==> src/est_defines.svh <==
// offsets, field positions, reset values and timing counts of the transmitter
`ifndef EST_DEFINES_SVH
`define EST_DEFINES_SVH

`define EST_OFF_TXSC      8'h00
`define EST_OFF_RXSC      8'h04
`define EST_OFF_BAUDC     8'h08
`define EST_OFF_DIVL      8'h0c
`define EST_OFF_DIVH      8'h10
`define EST_OFF_HOLD      8'h14
`define EST_OFF_IRQ       8'h18

`define EST_TXSC_NINE     6
`define EST_TXSC_TRANSMIT_ENABLE     5
`define EST_TXSC_CLKMODE  4
`define EST_TXSC_HSPEED   2
`define EST_TXSC_SREMPTY  1
`define EST_TXSC_NINTHBIT 0
`define EST_RXSC_SERIAL_PORT_ENABLE     7
`define EST_BAUDC_WIDE    3
`define EST_IRQ_FLAG      0
`define EST_IRQ_TX_BUFFER_EMPTY_IRQ_ENABLE      1
`define EST_IRQ_PERIPHERAL_IRQ_ENABLE      2
`define EST_IRQ_GIE       3

`define EST_TXSC_RST      8'h00
`define EST_RXSC_RST      8'h00
`define EST_BAUDC_RST     8'h00
`define EST_DIV_RST       8'h00
`define EST_IRQ_RST       3'h0

`define EST_PRE_SLOW      6'd63
`define EST_PRE_MID       6'd15
`define EST_PRE_FAST      6'd3
`define EST_BITS8_LAST    4'd7
`define EST_BITS9_LAST    4'd8

`endif

==> src/est_pkg.sv <==
// types shared by the serial transmitter
package est_pkg;

  typedef enum logic [1:0] {
    EST_IDLE  = 2'b00,
    EST_START = 2'b01,
    EST_DATA  = 2'b10,
    EST_STOP  = 2'b11
  } est_state_t;

  typedef enum logic [2:0] {
    EST_R_TXSC  = 3'd0,
    EST_R_RXSC  = 3'd1,
    EST_R_BAUDC = 3'd2,
    EST_R_DIVL  = 3'd3,
    EST_R_DIVH  = 3'd4,
    EST_R_HOLD  = 3'd5,
    EST_R_IRQ   = 3'd6,
    EST_R_NONE  = 3'd7
  } est_reg_t;

endpackage : est_pkg

==> src/est_tx.sv <==
// asynchronous serial transmitter with apb registers
`timescale 1ns/10ps
`include "est_defines.svh"

module est_tx (
  input  wire logic        pclk,
  input  wire logic        presetn,
  input  wire logic        psel,
  input  wire logic        penable,
  input  wire logic        pwrite,
  input  wire logic [7:0]  paddr,
  input  wire logic [31:0] pwdata,
  output logic [31:0]      prdata,
  output logic             pready,
  output logic             pslverr,
  input  wire logic        tx_pin_in,
  output logic             tx_pin_out,
  output logic             tx_pin_oe,
  input  wire logic        gpio_out,
  input  wire logic        gpio_oe,
  output logic             gpio_in,
  output logic             tx_irq_req
);
  import est_pkg::*;

  ////////////////////////////////////////////////////////////////////////
  function automatic est_pkg::est_reg_t reg_sel(input logic [7:0] a);
    if (a == `EST_OFF_TXSC) begin
      return EST_R_TXSC;
    end else if (a == `EST_OFF_RXSC) begin
      return EST_R_RXSC;
    end else if (a == `EST_OFF_BAUDC) begin
      return EST_R_BAUDC;
    end else if (a == `EST_OFF_DIVL) begin
      return EST_R_DIVL;
    end else if (a == `EST_OFF_DIVH) begin
      return EST_R_DIVH;
    end else if (a == `EST_OFF_HOLD) begin
      return EST_R_HOLD;
    end else if (a == `EST_OFF_IRQ) begin
      return EST_R_IRQ;
    end else begin
      return EST_R_NONE;
    end
  endfunction : reg_sel

  logic [7:0]  txsc_q;
  logic [7:0]  rxsc_q;
  logic [7:0]  baudc_q;
  logic [7:0]  divl_q;
  logic [7:0]  divh_q;
  logic [8:0]  hold_q;
  logic        hold_full_q;
  logic [2:0]  irqen_q;
  logic        flag_q;
  logic        irq_q;
  est_state_t  state_q;
  logic [8:0]  shift_q;
  logic [3:0]  bitcnt_q;
  logic [5:0]  pre_q;
  logic [15:0] brg_q;
  logic        pin_out_q;
  logic        pin_oe_q;
  logic        sync1_q;
  logic        sync2_q;
  logic [31:0] rdata_q;

  est_reg_t    sel;
  logic        wr_en;
  logic        serial_port_enable;
  logic        transmit_enable;
  logic        active;
  logic        nine;
  logic        sr_empty;
  logic        load;
  logic        bit_tick;
  logic        tx_line;
  logic [5:0]  pre_len;
  logic [15:0] div_val;

  assign sel      = reg_sel(paddr);
  assign wr_en    = psel & penable & pwrite;
  assign serial_port_enable     = rxsc_q[`EST_RXSC_SERIAL_PORT_ENABLE];
  assign transmit_enable     = txsc_q[`EST_TXSC_TRANSMIT_ENABLE];
  assign active   = transmit_enable & serial_port_enable & ~txsc_q[`EST_TXSC_CLKMODE];
  assign nine     = txsc_q[`EST_TXSC_NINE];
  assign sr_empty = (state_q == EST_IDLE);
  assign load     = active & hold_full_q & sr_empty;

  ////////////////////////////////////////////////////////////////////////
  // zero wait states; read data is captured in the setup cycle
  assign pready  = 1'b1;
  assign pslverr = psel & penable & (sel == EST_R_NONE);
  assign prdata  = rdata_q;

  always_ff @(posedge pclk or negedge presetn) begin
    if (!presetn) begin
      txsc_q  <= `EST_TXSC_RST;
      rxsc_q  <= `EST_RXSC_RST;
      baudc_q <= `EST_BAUDC_RST;
      divl_q  <= `EST_DIV_RST;
      divh_q  <= `EST_DIV_RST;
      irqen_q <= `EST_IRQ_RST;
    end else if (wr_en) begin
      if (sel == EST_R_TXSC) begin
        txsc_q <= pwdata[7:0];
      end else if (sel == EST_R_RXSC) begin
        rxsc_q <= pwdata[7:0];
      end else if (sel == EST_R_BAUDC) begin
        baudc_q <= pwdata[7:0];
      end else if (sel == EST_R_DIVL) begin
        divl_q <= pwdata[7:0];
      end else if (sel == EST_R_DIVH) begin
        divh_q <= pwdata[7:0];
      end else if (sel == EST_R_IRQ) begin
        irqen_q <= pwdata[`EST_IRQ_GIE:`EST_IRQ_TX_BUFFER_EMPTY_IRQ_ENABLE];
      end
    end
  end

  always_ff @(posedge pclk or negedge presetn) begin
    if (!presetn) begin
      rdata_q <= 32'h0000_0000;
    end else if (psel & ~penable) begin
      rdata_q <= 32'h0000_0000;
      if (sel == EST_R_TXSC) begin
        rdata_q[7:0] <= txsc_q;
        rdata_q[`EST_TXSC_SREMPTY] <= sr_empty;
      end else if (sel == EST_R_RXSC) begin
        rdata_q[7:0] <= rxsc_q;
      end else if (sel == EST_R_BAUDC) begin
        rdata_q[7:0] <= baudc_q;
      end else if (sel == EST_R_DIVL) begin
        rdata_q[7:0] <= divl_q;
      end else if (sel == EST_R_DIVH) begin
        rdata_q[7:0] <= divh_q;
      end else if (sel == EST_R_IRQ) begin
        rdata_q[`EST_IRQ_GIE:`EST_IRQ_TX_BUFFER_EMPTY_IRQ_ENABLE] <= irqen_q;
        rdata_q[`EST_IRQ_FLAG] <= flag_q;
      end
    end
  end

  ////////////////////////////////////////////////////////////////////////
  always_ff @(posedge pclk or negedge presetn) begin
    if (!presetn) begin
      hold_q      <= 9'h000;
      hold_full_q <= 1'b0;
    end else if (!serial_port_enable) begin
      hold_full_q <= 1'b0;
    end else if (wr_en && sel == EST_R_HOLD) begin
      hold_q      <= {txsc_q[`EST_TXSC_NINTHBIT], pwdata[7:0]};
      hold_full_q <= 1'b1;
    end else if (load) begin
      hold_full_q <= 1'b0;
    end
  end

  always_ff @(posedge pclk or negedge presetn) begin
    if (!presetn) begin
      flag_q <= 1'b0;
    end else begin
      flag_q <= transmit_enable & ~hold_full_q;
    end
  end

  always_ff @(posedge pclk or negedge presetn) begin
    if (!presetn) begin
      irq_q <= 1'b0;
    end else begin
      irq_q <= flag_q & (&irqen_q);
    end
  end
  assign tx_irq_req = irq_q;

  ////////////////////////////////////////////////////////////////////////
  // prescale and divisor
  always_comb begin
    pre_len = `EST_PRE_MID;
    if (!baudc_q[`EST_BAUDC_WIDE] && !txsc_q[`EST_TXSC_HSPEED]) begin
      pre_len = `EST_PRE_SLOW;
    end else if (baudc_q[`EST_BAUDC_WIDE] && txsc_q[`EST_TXSC_HSPEED]) begin
      pre_len = `EST_PRE_FAST;
    end
  end
  assign div_val  = baudc_q[`EST_BAUDC_WIDE] ? {divh_q, divl_q} : {8'h00, divl_q};
  assign bit_tick = (pre_q == 6'd0) && (brg_q == 16'h0000) && !load;

  // restarting on load keeps the start bit a full period long
  always_ff @(posedge pclk or negedge presetn) begin
    if (!presetn) begin
      pre_q <= 6'd0;
      brg_q <= 16'h0000;
    end else if (load || sr_empty) begin
      pre_q <= pre_len;
      brg_q <= div_val;
    end else if (pre_q == 6'd0) begin
      pre_q <= pre_len;
      brg_q <= (brg_q == 16'h0000) ? div_val : brg_q - 16'h0001;
    end else begin
      pre_q <= pre_q - 6'd1;
    end
  end

  ////////////////////////////////////////////////////////////////////////
  // no parity logic here
  always_ff @(posedge pclk or negedge presetn) begin
    if (!presetn) begin
      state_q  <= EST_IDLE;
      shift_q  <= 9'h1ff;
      bitcnt_q <= 4'd0;
    end else if (!active) begin
      state_q <= EST_IDLE;
    end else begin
      case (state_q)
        EST_IDLE: begin
          if (load) begin
            state_q  <= EST_START;
            shift_q  <= hold_q;
            bitcnt_q <= nine ? `EST_BITS9_LAST : `EST_BITS8_LAST;
          end
        end
        EST_START: begin
          if (bit_tick) begin
            state_q <= EST_DATA;
          end
        end
        EST_DATA: begin
          if (bit_tick) begin
            shift_q <= {1'b1, shift_q[8:1]};
            if (bitcnt_q == 4'd0) begin
              state_q <= EST_STOP;
            end else begin
              bitcnt_q <= bitcnt_q - 4'd1;
            end
          end
        end
        EST_STOP: begin
          if (bit_tick) begin
            state_q <= EST_IDLE;
          end
        end
        default: begin
          state_q <= EST_IDLE;
        end
      endcase
    end
  end

  always_comb begin
    tx_line = 1'b1;
    if (state_q == EST_START) begin
      tx_line = 1'b0;
    end else if (state_q == EST_DATA) begin
      tx_line = shift_q[0];
    end
  end

  ////////////////////////////////////////////////////////////////////////
  // port enable drives pin
  always_ff @(posedge pclk or negedge presetn) begin
    if (!presetn) begin
      pin_out_q <= 1'b1;
      pin_oe_q  <= 1'b0;
    end else begin
      pin_out_q <= (serial_port_enable & transmit_enable) ? tx_line : gpio_out;
      pin_oe_q  <= serial_port_enable | gpio_oe;
    end
  end
  assign tx_pin_out = pin_out_q;
  assign tx_pin_oe  = pin_oe_q;

  always_ff @(posedge pclk or negedge presetn) begin
    if (!presetn) begin
      sync1_q <= 1'b1;
      sync2_q <= 1'b1;
    end else begin
      sync1_q <= tx_pin_in;
      sync2_q <= sync1_q;
    end
  end
  assign gpio_in = sync2_q;

  ////////////////////////////////////////////////////////////////////////
  property p_idle_mark;
    @(posedge pclk) disable iff (!presetn)
      (state_q == EST_IDLE) |-> tx_line;
  endproperty
  a_idle_mark: assert property (p_idle_mark)
    else $error("line not at mark while idle");

  property p_start_space;
    @(posedge pclk) disable iff (!presetn)
      (state_q == EST_IDLE && load) |=> (state_q == EST_START) && !tx_line;
  endproperty
  a_start_space: assert property (p_start_space)
    else $error("start bit missing after load");

  property p_bit_hold;
    @(posedge pclk) disable iff (!presetn)
      (active && !sr_empty && !bit_tick) |=> $stable(tx_line);
  endproperty
  a_bit_hold: assert property (p_bit_hold)
    else $error("line changed inside a bit period");

  property p_lsb_first;
    @(posedge pclk) disable iff (!presetn)
      (active && state_q == EST_DATA && bit_tick && bitcnt_q != 4'd0)
        |=> tx_line == $past(shift_q[1]);
  endproperty
  a_lsb_first: assert property (p_lsb_first)
    else $error("data bit order wrong");

  property p_load_now;
    @(posedge pclk) disable iff (!presetn)
      (wr_en && sel == EST_R_HOLD && active && sr_empty)
        |=> ##1 (state_q == EST_START);
  endproperty
  a_load_now: assert property (p_load_now)
    else $error("idle shifter did not load written char");

  property p_stop_reload;
    @(posedge pclk) disable iff (!presetn)
      (active && state_q == EST_STOP && bit_tick && hold_full_q)
        |=> (state_q == EST_IDLE) ##1 (state_q == EST_START);
  endproperty
  a_stop_reload: assert property (p_stop_reload)
    else $error("pending char not loaded after stop");

  property p_flag_empty;
    @(posedge pclk) disable iff (!presetn)
      (transmit_enable && !hold_full_q) ##1 (transmit_enable && !hold_full_q) |-> flag_q;
  endproperty
  a_flag_empty: assert property (p_flag_empty)
    else $error("empty flag low with empty buffer");

  property p_irq_gate;
    @(posedge pclk) disable iff (!presetn)
      tx_irq_req |-> $past(flag_q) && $past(irqen_q) == 3'h7;
  endproperty
  a_irq_gate: assert property (p_irq_gate)
    else $error("interrupt without all enables");

  property p_one_stop;
    @(posedge pclk) disable iff (!presetn)
      (active && state_q == EST_STOP && bit_tick) |=> sr_empty;
  endproperty
  a_one_stop: assert property (p_one_stop)
    else $error("more than one stop bit");

endmodule : est_tx

==> config.mk <==
export PLATFORM = sky130hd
export DESIGN_NAME = est_tx
export DESIGN_NICKNAME = d
export VERILOG_FILES = /design/src/est_pkg.sv /design/src/est_tx.sv
export VERILOG_INCLUDE_DIRS = /design/src
export SDC_FILE = /design/constraint.sdc
export NUM_CORES = 1
export LEC_CHECK = 0
export BUFFER_PORTS_ARGS = -buffer_cell sky130_fd_sc_hd__buf_2
export CORE_MARGIN = 5
export CORE_UTILIZATION = 50
export DETAILED_ROUTE_END_ITERATION = 10
export GPL_TIMING_DRIVEN = 0
export PLACE_DENSITY = 0.72
export SYNTH_ARGS = -nofsm -noshare
export SYNTH_HDL_FRONTEND = slang
export SYNTH_SLANG_ARGS = --single-unit
==> constraint.sdc <==
create_clock -name pclk -period 3.2 [get_ports pclk]
set_input_delay 0.16 -clock pclk [delete_from_list [all_inputs] [get_ports pclk]]
set_output_delay 0.16 -clock pclk [all_outputs]
set_load 0.02 [all_outputs]
==> metrics.csv, run 1 <==
metric,value,unit
CTS tree,yes,
most frequent cells in the layout,"91 x dfrtp_1, 72 x mux2_2, 40 x buf_2",
worst-margin pin slew,0.674,ns
clock network power share,35.3,%
number of global-route vias before repair,4333,
synth top area cells,"dfrtp_1 41%, mux2_2 15%, dfstp_2 5.7%",
register area share after synthesis,47.0,%
Die W,115,um
detailed placement HPWL,9.57,mm
CTS resizes,0,
CTS Buf Count,9,
Clock Skew,0.0108,ns
IO Port Bufs,36,
gr ovfl total,0,
fin crit share,77.2,%
syn_area_per_cell,11.0,um^2
WL met2,6.35,mm
Max Slew Vio Count,0,
r2r startpoint,bitcnt_q[0]$_DFFE_PN0P_,
metal3 WL,742,um
Placed Area,5990,um^2
outcome,finished clean,
1st-iter DRT viols,191,
clock latency on the worst-skew pair,0.38,ns
largest net degree at the start of global routing,53,
#FFs+latches synth,103,
Top Layer Used,met4,
ANT nets after route,0,
vias per std cell,5.75,
final setup fails,0,
YS warnings,0,
crit start category,flip-flop,
f_max,0.405,GHz
Peak VDD IR,292,uV
Root Buffer,clkbuf_8,
CTS max path bufs,2,
num ports,86,
Cells after Synth,503,
Worst Path Arrival,2.74,ns
Yosys top cell area share,41.2,%
"area leader, netlist",dfrtp_1,
Pint,1840,uW
Worst Setup SP,bitcnt_q[0]$_DFFE_PN0P_,
# diodes,0,
overall power,2550,uW
WL/cell,17.8,um
final hold vios,0,
"Top FF cell, synth",dfrtp_1,
vias,4158,
RePlAce Congestion,0.903,
row cnt,38,
first-pass GRT wire length,21.7,mm
fin cells,723,
Sink Count,103,
part of the power in registers,53.7,%
HP Start,pwdata[6],
Worst Hold Class,input port to flip-flop,
# H-tree levels,3,
Initial Util,50.9,%
core area,10800,um^2
Die Y,115,um
Pleak,0.00309,uW
sw frac,27.9,%
DR DRC count,0,
NetSw,711,uW
Clock Pin Slew Worst Setup and Hold Paths,0.11,ns
met1 WL,5.44,mm
TritonRoute pass-1 iters,4,
RSZ-0062 raised after global routing,no,
final instance area,6250,um^2
Post-Route WL,12.8,mm
initial antenna violation count,0,
MaxCap Viol Count,0,
Die ar.,13200,um^2
Final min period,2.47,ns
Comb pwr share,11.0,%
"Distinct cells, synth",61,
Power Dens Cells,408,nW/um^2
global-route usage over all layers,20.6,%
share of cells above drive strength 1,31.9,%
number of flops mapped to enable cells by yosys,0,
Rel. slew slack,54.9,%
r2r setup slk,0.73,ns
Critical Path RT,3.47,ns
Placed Cells,703,
Max Fanout on Critical Path,4,
Finished Core Util,57.7,%
asr flop ratio synth,100,%
setup TNS,0,ns
Netlist Area Pre-Place,5520,um^2
Final nets,635,
CP Class,flip-flop to flip-flop,
CP Capture Type,flip-flop,
area delta synth->final,13.2,%
"commonest non-fill, non-tap cell in the layout",dfrtp_1,
power by group through the flow:
stage / Clock (uW) / Sequential [uW] / Combinational (uW)
2_1_floorplan: 0 / 1390 / 179
3_3_place_gp: 0 / 1390 / 260
3_5_place_dp: 0 / 1390 / 275
4_1_cts: 911 / 1370 / 279
5_1_grt: 973 / 1370 / 313
6_report: 900 / 1370 / 280
cell type report:
cell class | instances | area [um^2]
multi-input cells | 361 | 2680
plain buffers | 47 | 280
well taps | 140 | 175
repair buffers | 41 | 250
flip-flops and latches | 103 | 2590
clock buffers | 9 | 124
fillers | 914 | 4590
clock inverters | 7 | 92.6
inverters | 15 | 56.3
final timing paths:
path / end / depth (start not counted)
max in group asynchronous: prdata[3]$_DFFE_PN0P_ / 3
min reg2reg: gpio_in$_DFF_PN1_ / 0
min: divl_q[6]$_DFFE_PN0P_ / 2
max: state_q[0]$_DFFE_PN0P_ / 7
max reg2reg: state_q[0]$_DFFE_PN0P_ / 7
min in group asynchronous: tx_pin_oe$_DFF_PN0_ / 2
per-layer routing:
metal	GRT usage, %	up-vias
met1	26.7	2062
met5	0	-
met4	7.12	0
li1	-	1941
met2	34.8	130
met3	3.84	25
metrics by stage:
| step | hold slack (ns) | setup slack (ns) |
|---|---|---|
| 2_1_floorplan | -0.136 | 0.991 |
| 3_3_place_gp | 0.267 | 0.795 |
| 3_5_place_dp | 0.239 | 0.761 |
| 4_1_cts | 0.0829 | 0.747 |
| 5_1_grt | 0.0830 | 0.567 |
| 6_report | 0.0876 | 0.730 |
cell usage after synthesis (2+ instances only):
master	number
a211o_1	2
a211oi_1	5
a21oi_1	14
a22o_1	3
a22oi_1	2
a31oi_1	2
a32oi_1	3
and3_1	9
and4_1	2
buf_1	3
buf_2	5
buf_4	26
clkbuf_1	13
conb_1	2
dfrtp_1	91
dfstp_2	12
ha_1	9
inv_1	15
mux2_2	72
mux2i_1	17
nand2_1	33
nand2b_1	7
nand3_1	10
nand4_1	4
nor2_1	27
nor2b_1	3
nor3_1	13
nor3_2	3
nor3b_1	3
nor4_1	5
nor4_4	2
nor4b_1	3
o21a_1	6
o21ai_0	21
o22ai_1	2
o2bb2ai_1	7
o31ai_1	7
o32a_1	4
or2_2	3
or3_1	5
or3_4	4
or4_1	3
xnor2_1	3
cells by family after synthesis:
| group | Yosys count | share of synthesized area (%) |
|---|---|---|
| and+or+nand+nor | 145 | 15.1 |
| DFF | 103 | 47.0 |
| AOI/OAI and AO/OA | 89 | 11.3 |
| muxes | 89 | 17.8 |
| buffers and inverters | 62 | 6.10 |
| adders and majority gates | 9 | 2.04 |
| xor gates and xnor gates | 4 | 0.635 |
| other | 2 | 0.136 |
critical path: stages (launching register included):
cell and delay [ns]:
dfrtp_1 0.41, inv_1 0.09, ha_1 0.22, or3b_2 0.51, or4_1 0.41, a211oi_1 0.30, nor2_1 0.11, o311a_1 0.31
sequential cells by signal (all words and copies together) (netlist names):
register	count
tx_irq_req	1
bitcnt_q	4
hold_q	9
pre_q	6
flag_q	1
state_q	2
baudc_q	8
txsc_q	7
rxsc_q	8
divh_q	8
divl_q	8
brg_q	16
gpio_in	1
irqen_q	3
prdata	8
tx_pin_out	1
hold_full_q	1
shift_q	9
sync1_q	1
tx_pin_oe	1
timing repair:
action	in CTS	in global routing
hold buffers	4	0
hold endpoints to repair	42	0
buffers inserted	0	0
No activity file was read; power rests on OpenSTA's default activity.
==> inputs of run 2 (changes only) <==
- ABC_AREA: unset -> 1
- PLACE_DENSITY: 0.72 -> 0.75
- clock period: 3.2 -> 2.2 ns (I/O delays scaled with it)
==> run 2 against run 1 <==
Sequential share of layout area rose by 0.14 points; register-to-register slack lost 0.39 ns; clock skew shrank 0.00069 ns; routed wire length is 1.2% higher; largest power group unchanged; via count rose by 15%; combinational power decreased by 3%.
==> metrics.csv, run 2 <==
metric,value,unit,change
outcome,finished clean,,
max reg flops,16,,unchanged
WL/cell,14.2,um,-20%
Clock Skew,0.0101,ns,-0.000690 ns
initial antenna violation count,0,,unchanged
Largest Register,brg_q,,
CTS max path bufs,2,,unchanged
Cells after Synth,698,,+39%
Comb pwr share,7.6,%,-3.4 points
sw frac,23.6,%,-4.3 points
syn_area_per_cell,7.86,um^2,-28%
Die Y,115,um,-0.30%
met3 usage,3.16,%,-0.68 points
Slowest Stage Delay on Critical Path,0.39,ns,-0.12 ns
gr ovfl total,0,,unchanged
synth top area cells,"dfrtp_1 42%, nand2_1 15%, o21ai_0 8.0%",,
setup TNS,0,ns,unchanged
Clock Pin Slew Worst Setup and Hold Paths,0.10,ns,about the same
largest registers,"brg_q: 16 flops, hold_q: 9 flops, shift_q: 9 flops",,
"Most Used Layer, Global Route",met2,,
YS warnings,0,,unchanged
Pleak,0.00317,uW,+2.6%
register area share after synthesis,47.3,%,+0.31 points
Die ar.,13200,um^2,-0.60%
"Top FF cell, synth",dfrtp_1,,
Max Slew Vio Count,0,,unchanged
RePlAce Congestion,0.923,,+2.3%
first-pass GRT wire length,21.7,mm,unchanged
# H-tree levels,3,,unchanged
#FFs+latches synth,103,,unchanged
hold_buf cts,4,,unchanged
Pint,2720,uW,+48%
Final min period,1.86,ns,-0.608 ns
crit-path cells,"inv_1, ha_1, nand2_1, nor2_4, inv_1, nand2_2, inv_1, buf_2, nand2_1, o21ai_0",,
detailed placement HPWL,9.68,mm,+1.2%
clock latency on the worst-skew pair,0.37,ns,about the same
r2r startpoint,pre_q[0]$_DFF_PN0_,,
most frequent cells after synthesis,"225 x nand2_1, 91 x dfrtp_1, 88 x o21ai_0",,
Post-Route WL,13.0,mm,+1.2%
CTS resizes,0,,unchanged
RSZ-0062 raised after global routing,no,,
number of flops mapped to enable cells by yosys,0,,unchanged
part of the power in registers,54.2,%,+0.5 points
f_max,0.537,GHz,+33%
Peak VDD IR,411,uV,+41%
MaxCap Viol Count,0,,unchanged
setup slack at placement,0.375,ns,-0.386 ns
Global Route met1 Usage,29.3,%,+2.6 points
Max Fanout on Critical Path,10,,+6
num ports,86,,unchanged
worst setup margin,0.338,ns,-0.392 ns
asr flop ratio synth,100,%,unchanged
TritonRoute pass-1 iters,5,,+1
vias,4785,,+15%
met2 Resource Use GR,32.0,%,-2.8 points
core area,10800,um^2,-0.44%
"area leader, netlist",dfrtp_1,,
worst-margin pin slew,0.655,ns,-0.0182 ns
final setup fails,0,,unchanged
Yosys top cell area share,41.5,%,+0.27 points
Sink Count,103,,unchanged
Worst Path Arrival,2.11,ns,-0.63 ns
Worst Setup SP,pre_q[0]$_DFF_PN0_,,
clock network power share,38.2,%,+2.9 points
CP max-delay cell,dfrtp_1,,
NetSw,840,uW,+18%
most frequent cells in the layout,"225 x nand2_1, 91 x dfrtp_1, 88 x o21ai_0",,
Initial Util,50.8,%,-0.11 points
vias per std cell,5.21,,-9.4%
Critical Path RT,2.45,ns,-1.02 ns
"commonest non-fill, non-tap cell in the layout",nand2_1,,
CTS tree,yes,,
Rel. slew slack,56.3,%,+1.4 points
"Distinct cells, synth",39,,-36%
IO Port Bufs,36,,unchanged
number of global-route vias before repair,4529,,+4.5%
Netlist Area Pre-Place,5490,um^2,-0.66%
DR DRC count,0,,unchanged
Finished Core Util,57.7,%,about the same
# diodes,0,,unchanged
HP Start,penable,,
"most used cell, CP",inv_1,,
CTS Buf Count,9,,unchanged
CP Class,flip-flop to flip-flop,,
CP Capture Type,flip-flop,,
share of cells above drive strength 1,16.7,%,-15 points
Die W,115,um,-0.30%
most common cell in the netlist,nand2_1,,
crit start category,flip-flop,,
Final nets,830,,+31%
Worst Hold Class,input port to flip-flop,,
row cnt,38,,unchanged
largest net degree at the start of global routing,55,,+3.8%
area delta synth->final,13.5,%,
hold_ws,0.0379,ns,-0.0497 ns
final hold vios,0,,unchanged
fin crit share,84.6,%,+7.5 points
ANT nets after route,0,,unchanged
global-route usage over all layers,20.6,%,about the same
1st-iter DRT viols,326,,+71%
Root Buffer,clkbuf_8,,
Post-CTS Setup Bufs,0,,unchanged
Power Dens Cells,571,nW/um^2,+40%
run 2: changes by cell type after synthesis, moves of 8 or more:
cell,before,now
o21ai_1,0,9
mux2_2,72,0
and3_1,9,0
nor3_1,13,1
nor2_1,27,46
inv_1,15,59
mux2i_1,17,0
nor2_4,0,8
nand3_1,10,28
o21ai_0,21,88
nand2_1,33,225
run 2: cell type report:
class                   instances  area [um^2]
flip-flops and latches        103         2590
clock buffers                  12          155
well taps                     140          175
plain buffers                  43          282
inverters                      62          233
multi-input cells             513         2460
clock inverters                 4         76.3
repair buffers                 41          250
fillers                       989         4560
run 2: path summary, 6_finish.rpt:
| check | depth (start not counted) | endpoint | slack, ns |
|---|---|---|---|
| min in group asynchronous | 2 | irqen_q[2]$_DFFE_PN0P_ | 0.30 |
| worst max-delay path | 10 | brg_q[3]$_DFFE_PN0P_ | 0.34 |
| max in group asynchronous | 3 | tx_pin_out$_DFF_PN1_ | 1.18 |
| worst min register to register | 0 | gpio_in$_DFF_PN1_ | 0.36 |
| worst min-delay path | 4 | prdata[3]$_DFFE_PN0P_ | 0.04 |
| worst max register to register | 10 | brg_q[3]$_DFFE_PN0P_ | 0.34 |
run 2: cell families after synthesis:
logic type	Yosys count	share of synthesized area, %
other	2	0.137
DFF	103	47.3
and+or+nand+nor	334	26.1
xor gates and xnor gates	16	2.55
AOI/OAI and AO/OA	129	12.5
adders and majority gates	9	2.05
buffers and inverters	105	9.37
run 2: power groups by stage:
stage	clock, uW	combinational, uW	sequential (uW)
after floorplan	0	160	1960
after global placement	0	255	1960
after detailed placement	0	266	1960
after CTS	1380	272	1930
after global routing	1460	304	1930
final	1360	271	1930
run 2: layer usage:
metal | up-vias | wire [um]
met1 | 2245 | 5920
met2 | 182 | 5900
met4 | 0 | 309
met5 | - | 0
li1 | 2331 | -
met3 | 27 | 865
run 2: stage by stage:
step / power [uW] / instance area [um^2] / cells
after global routing: 3690 / 6230 / 918
after detailed placement: 2230 / 5960 / 898
after CTS: 3580 / 6230 / 918
after global placement: 2220 / 5930 / 897
final: 3560 / 6230 / 918
after floorplan: 2120 / 5570 / 721
run 2: worst max-delay path, delay by kind of cell, from the launching register on:
family,cells,cell delay (ns)
buf+inv,4,0.56
simple gates,4,0.54
flops,1,0.39
fa+ha+maj,1,0.16
compound gates,1,0.08
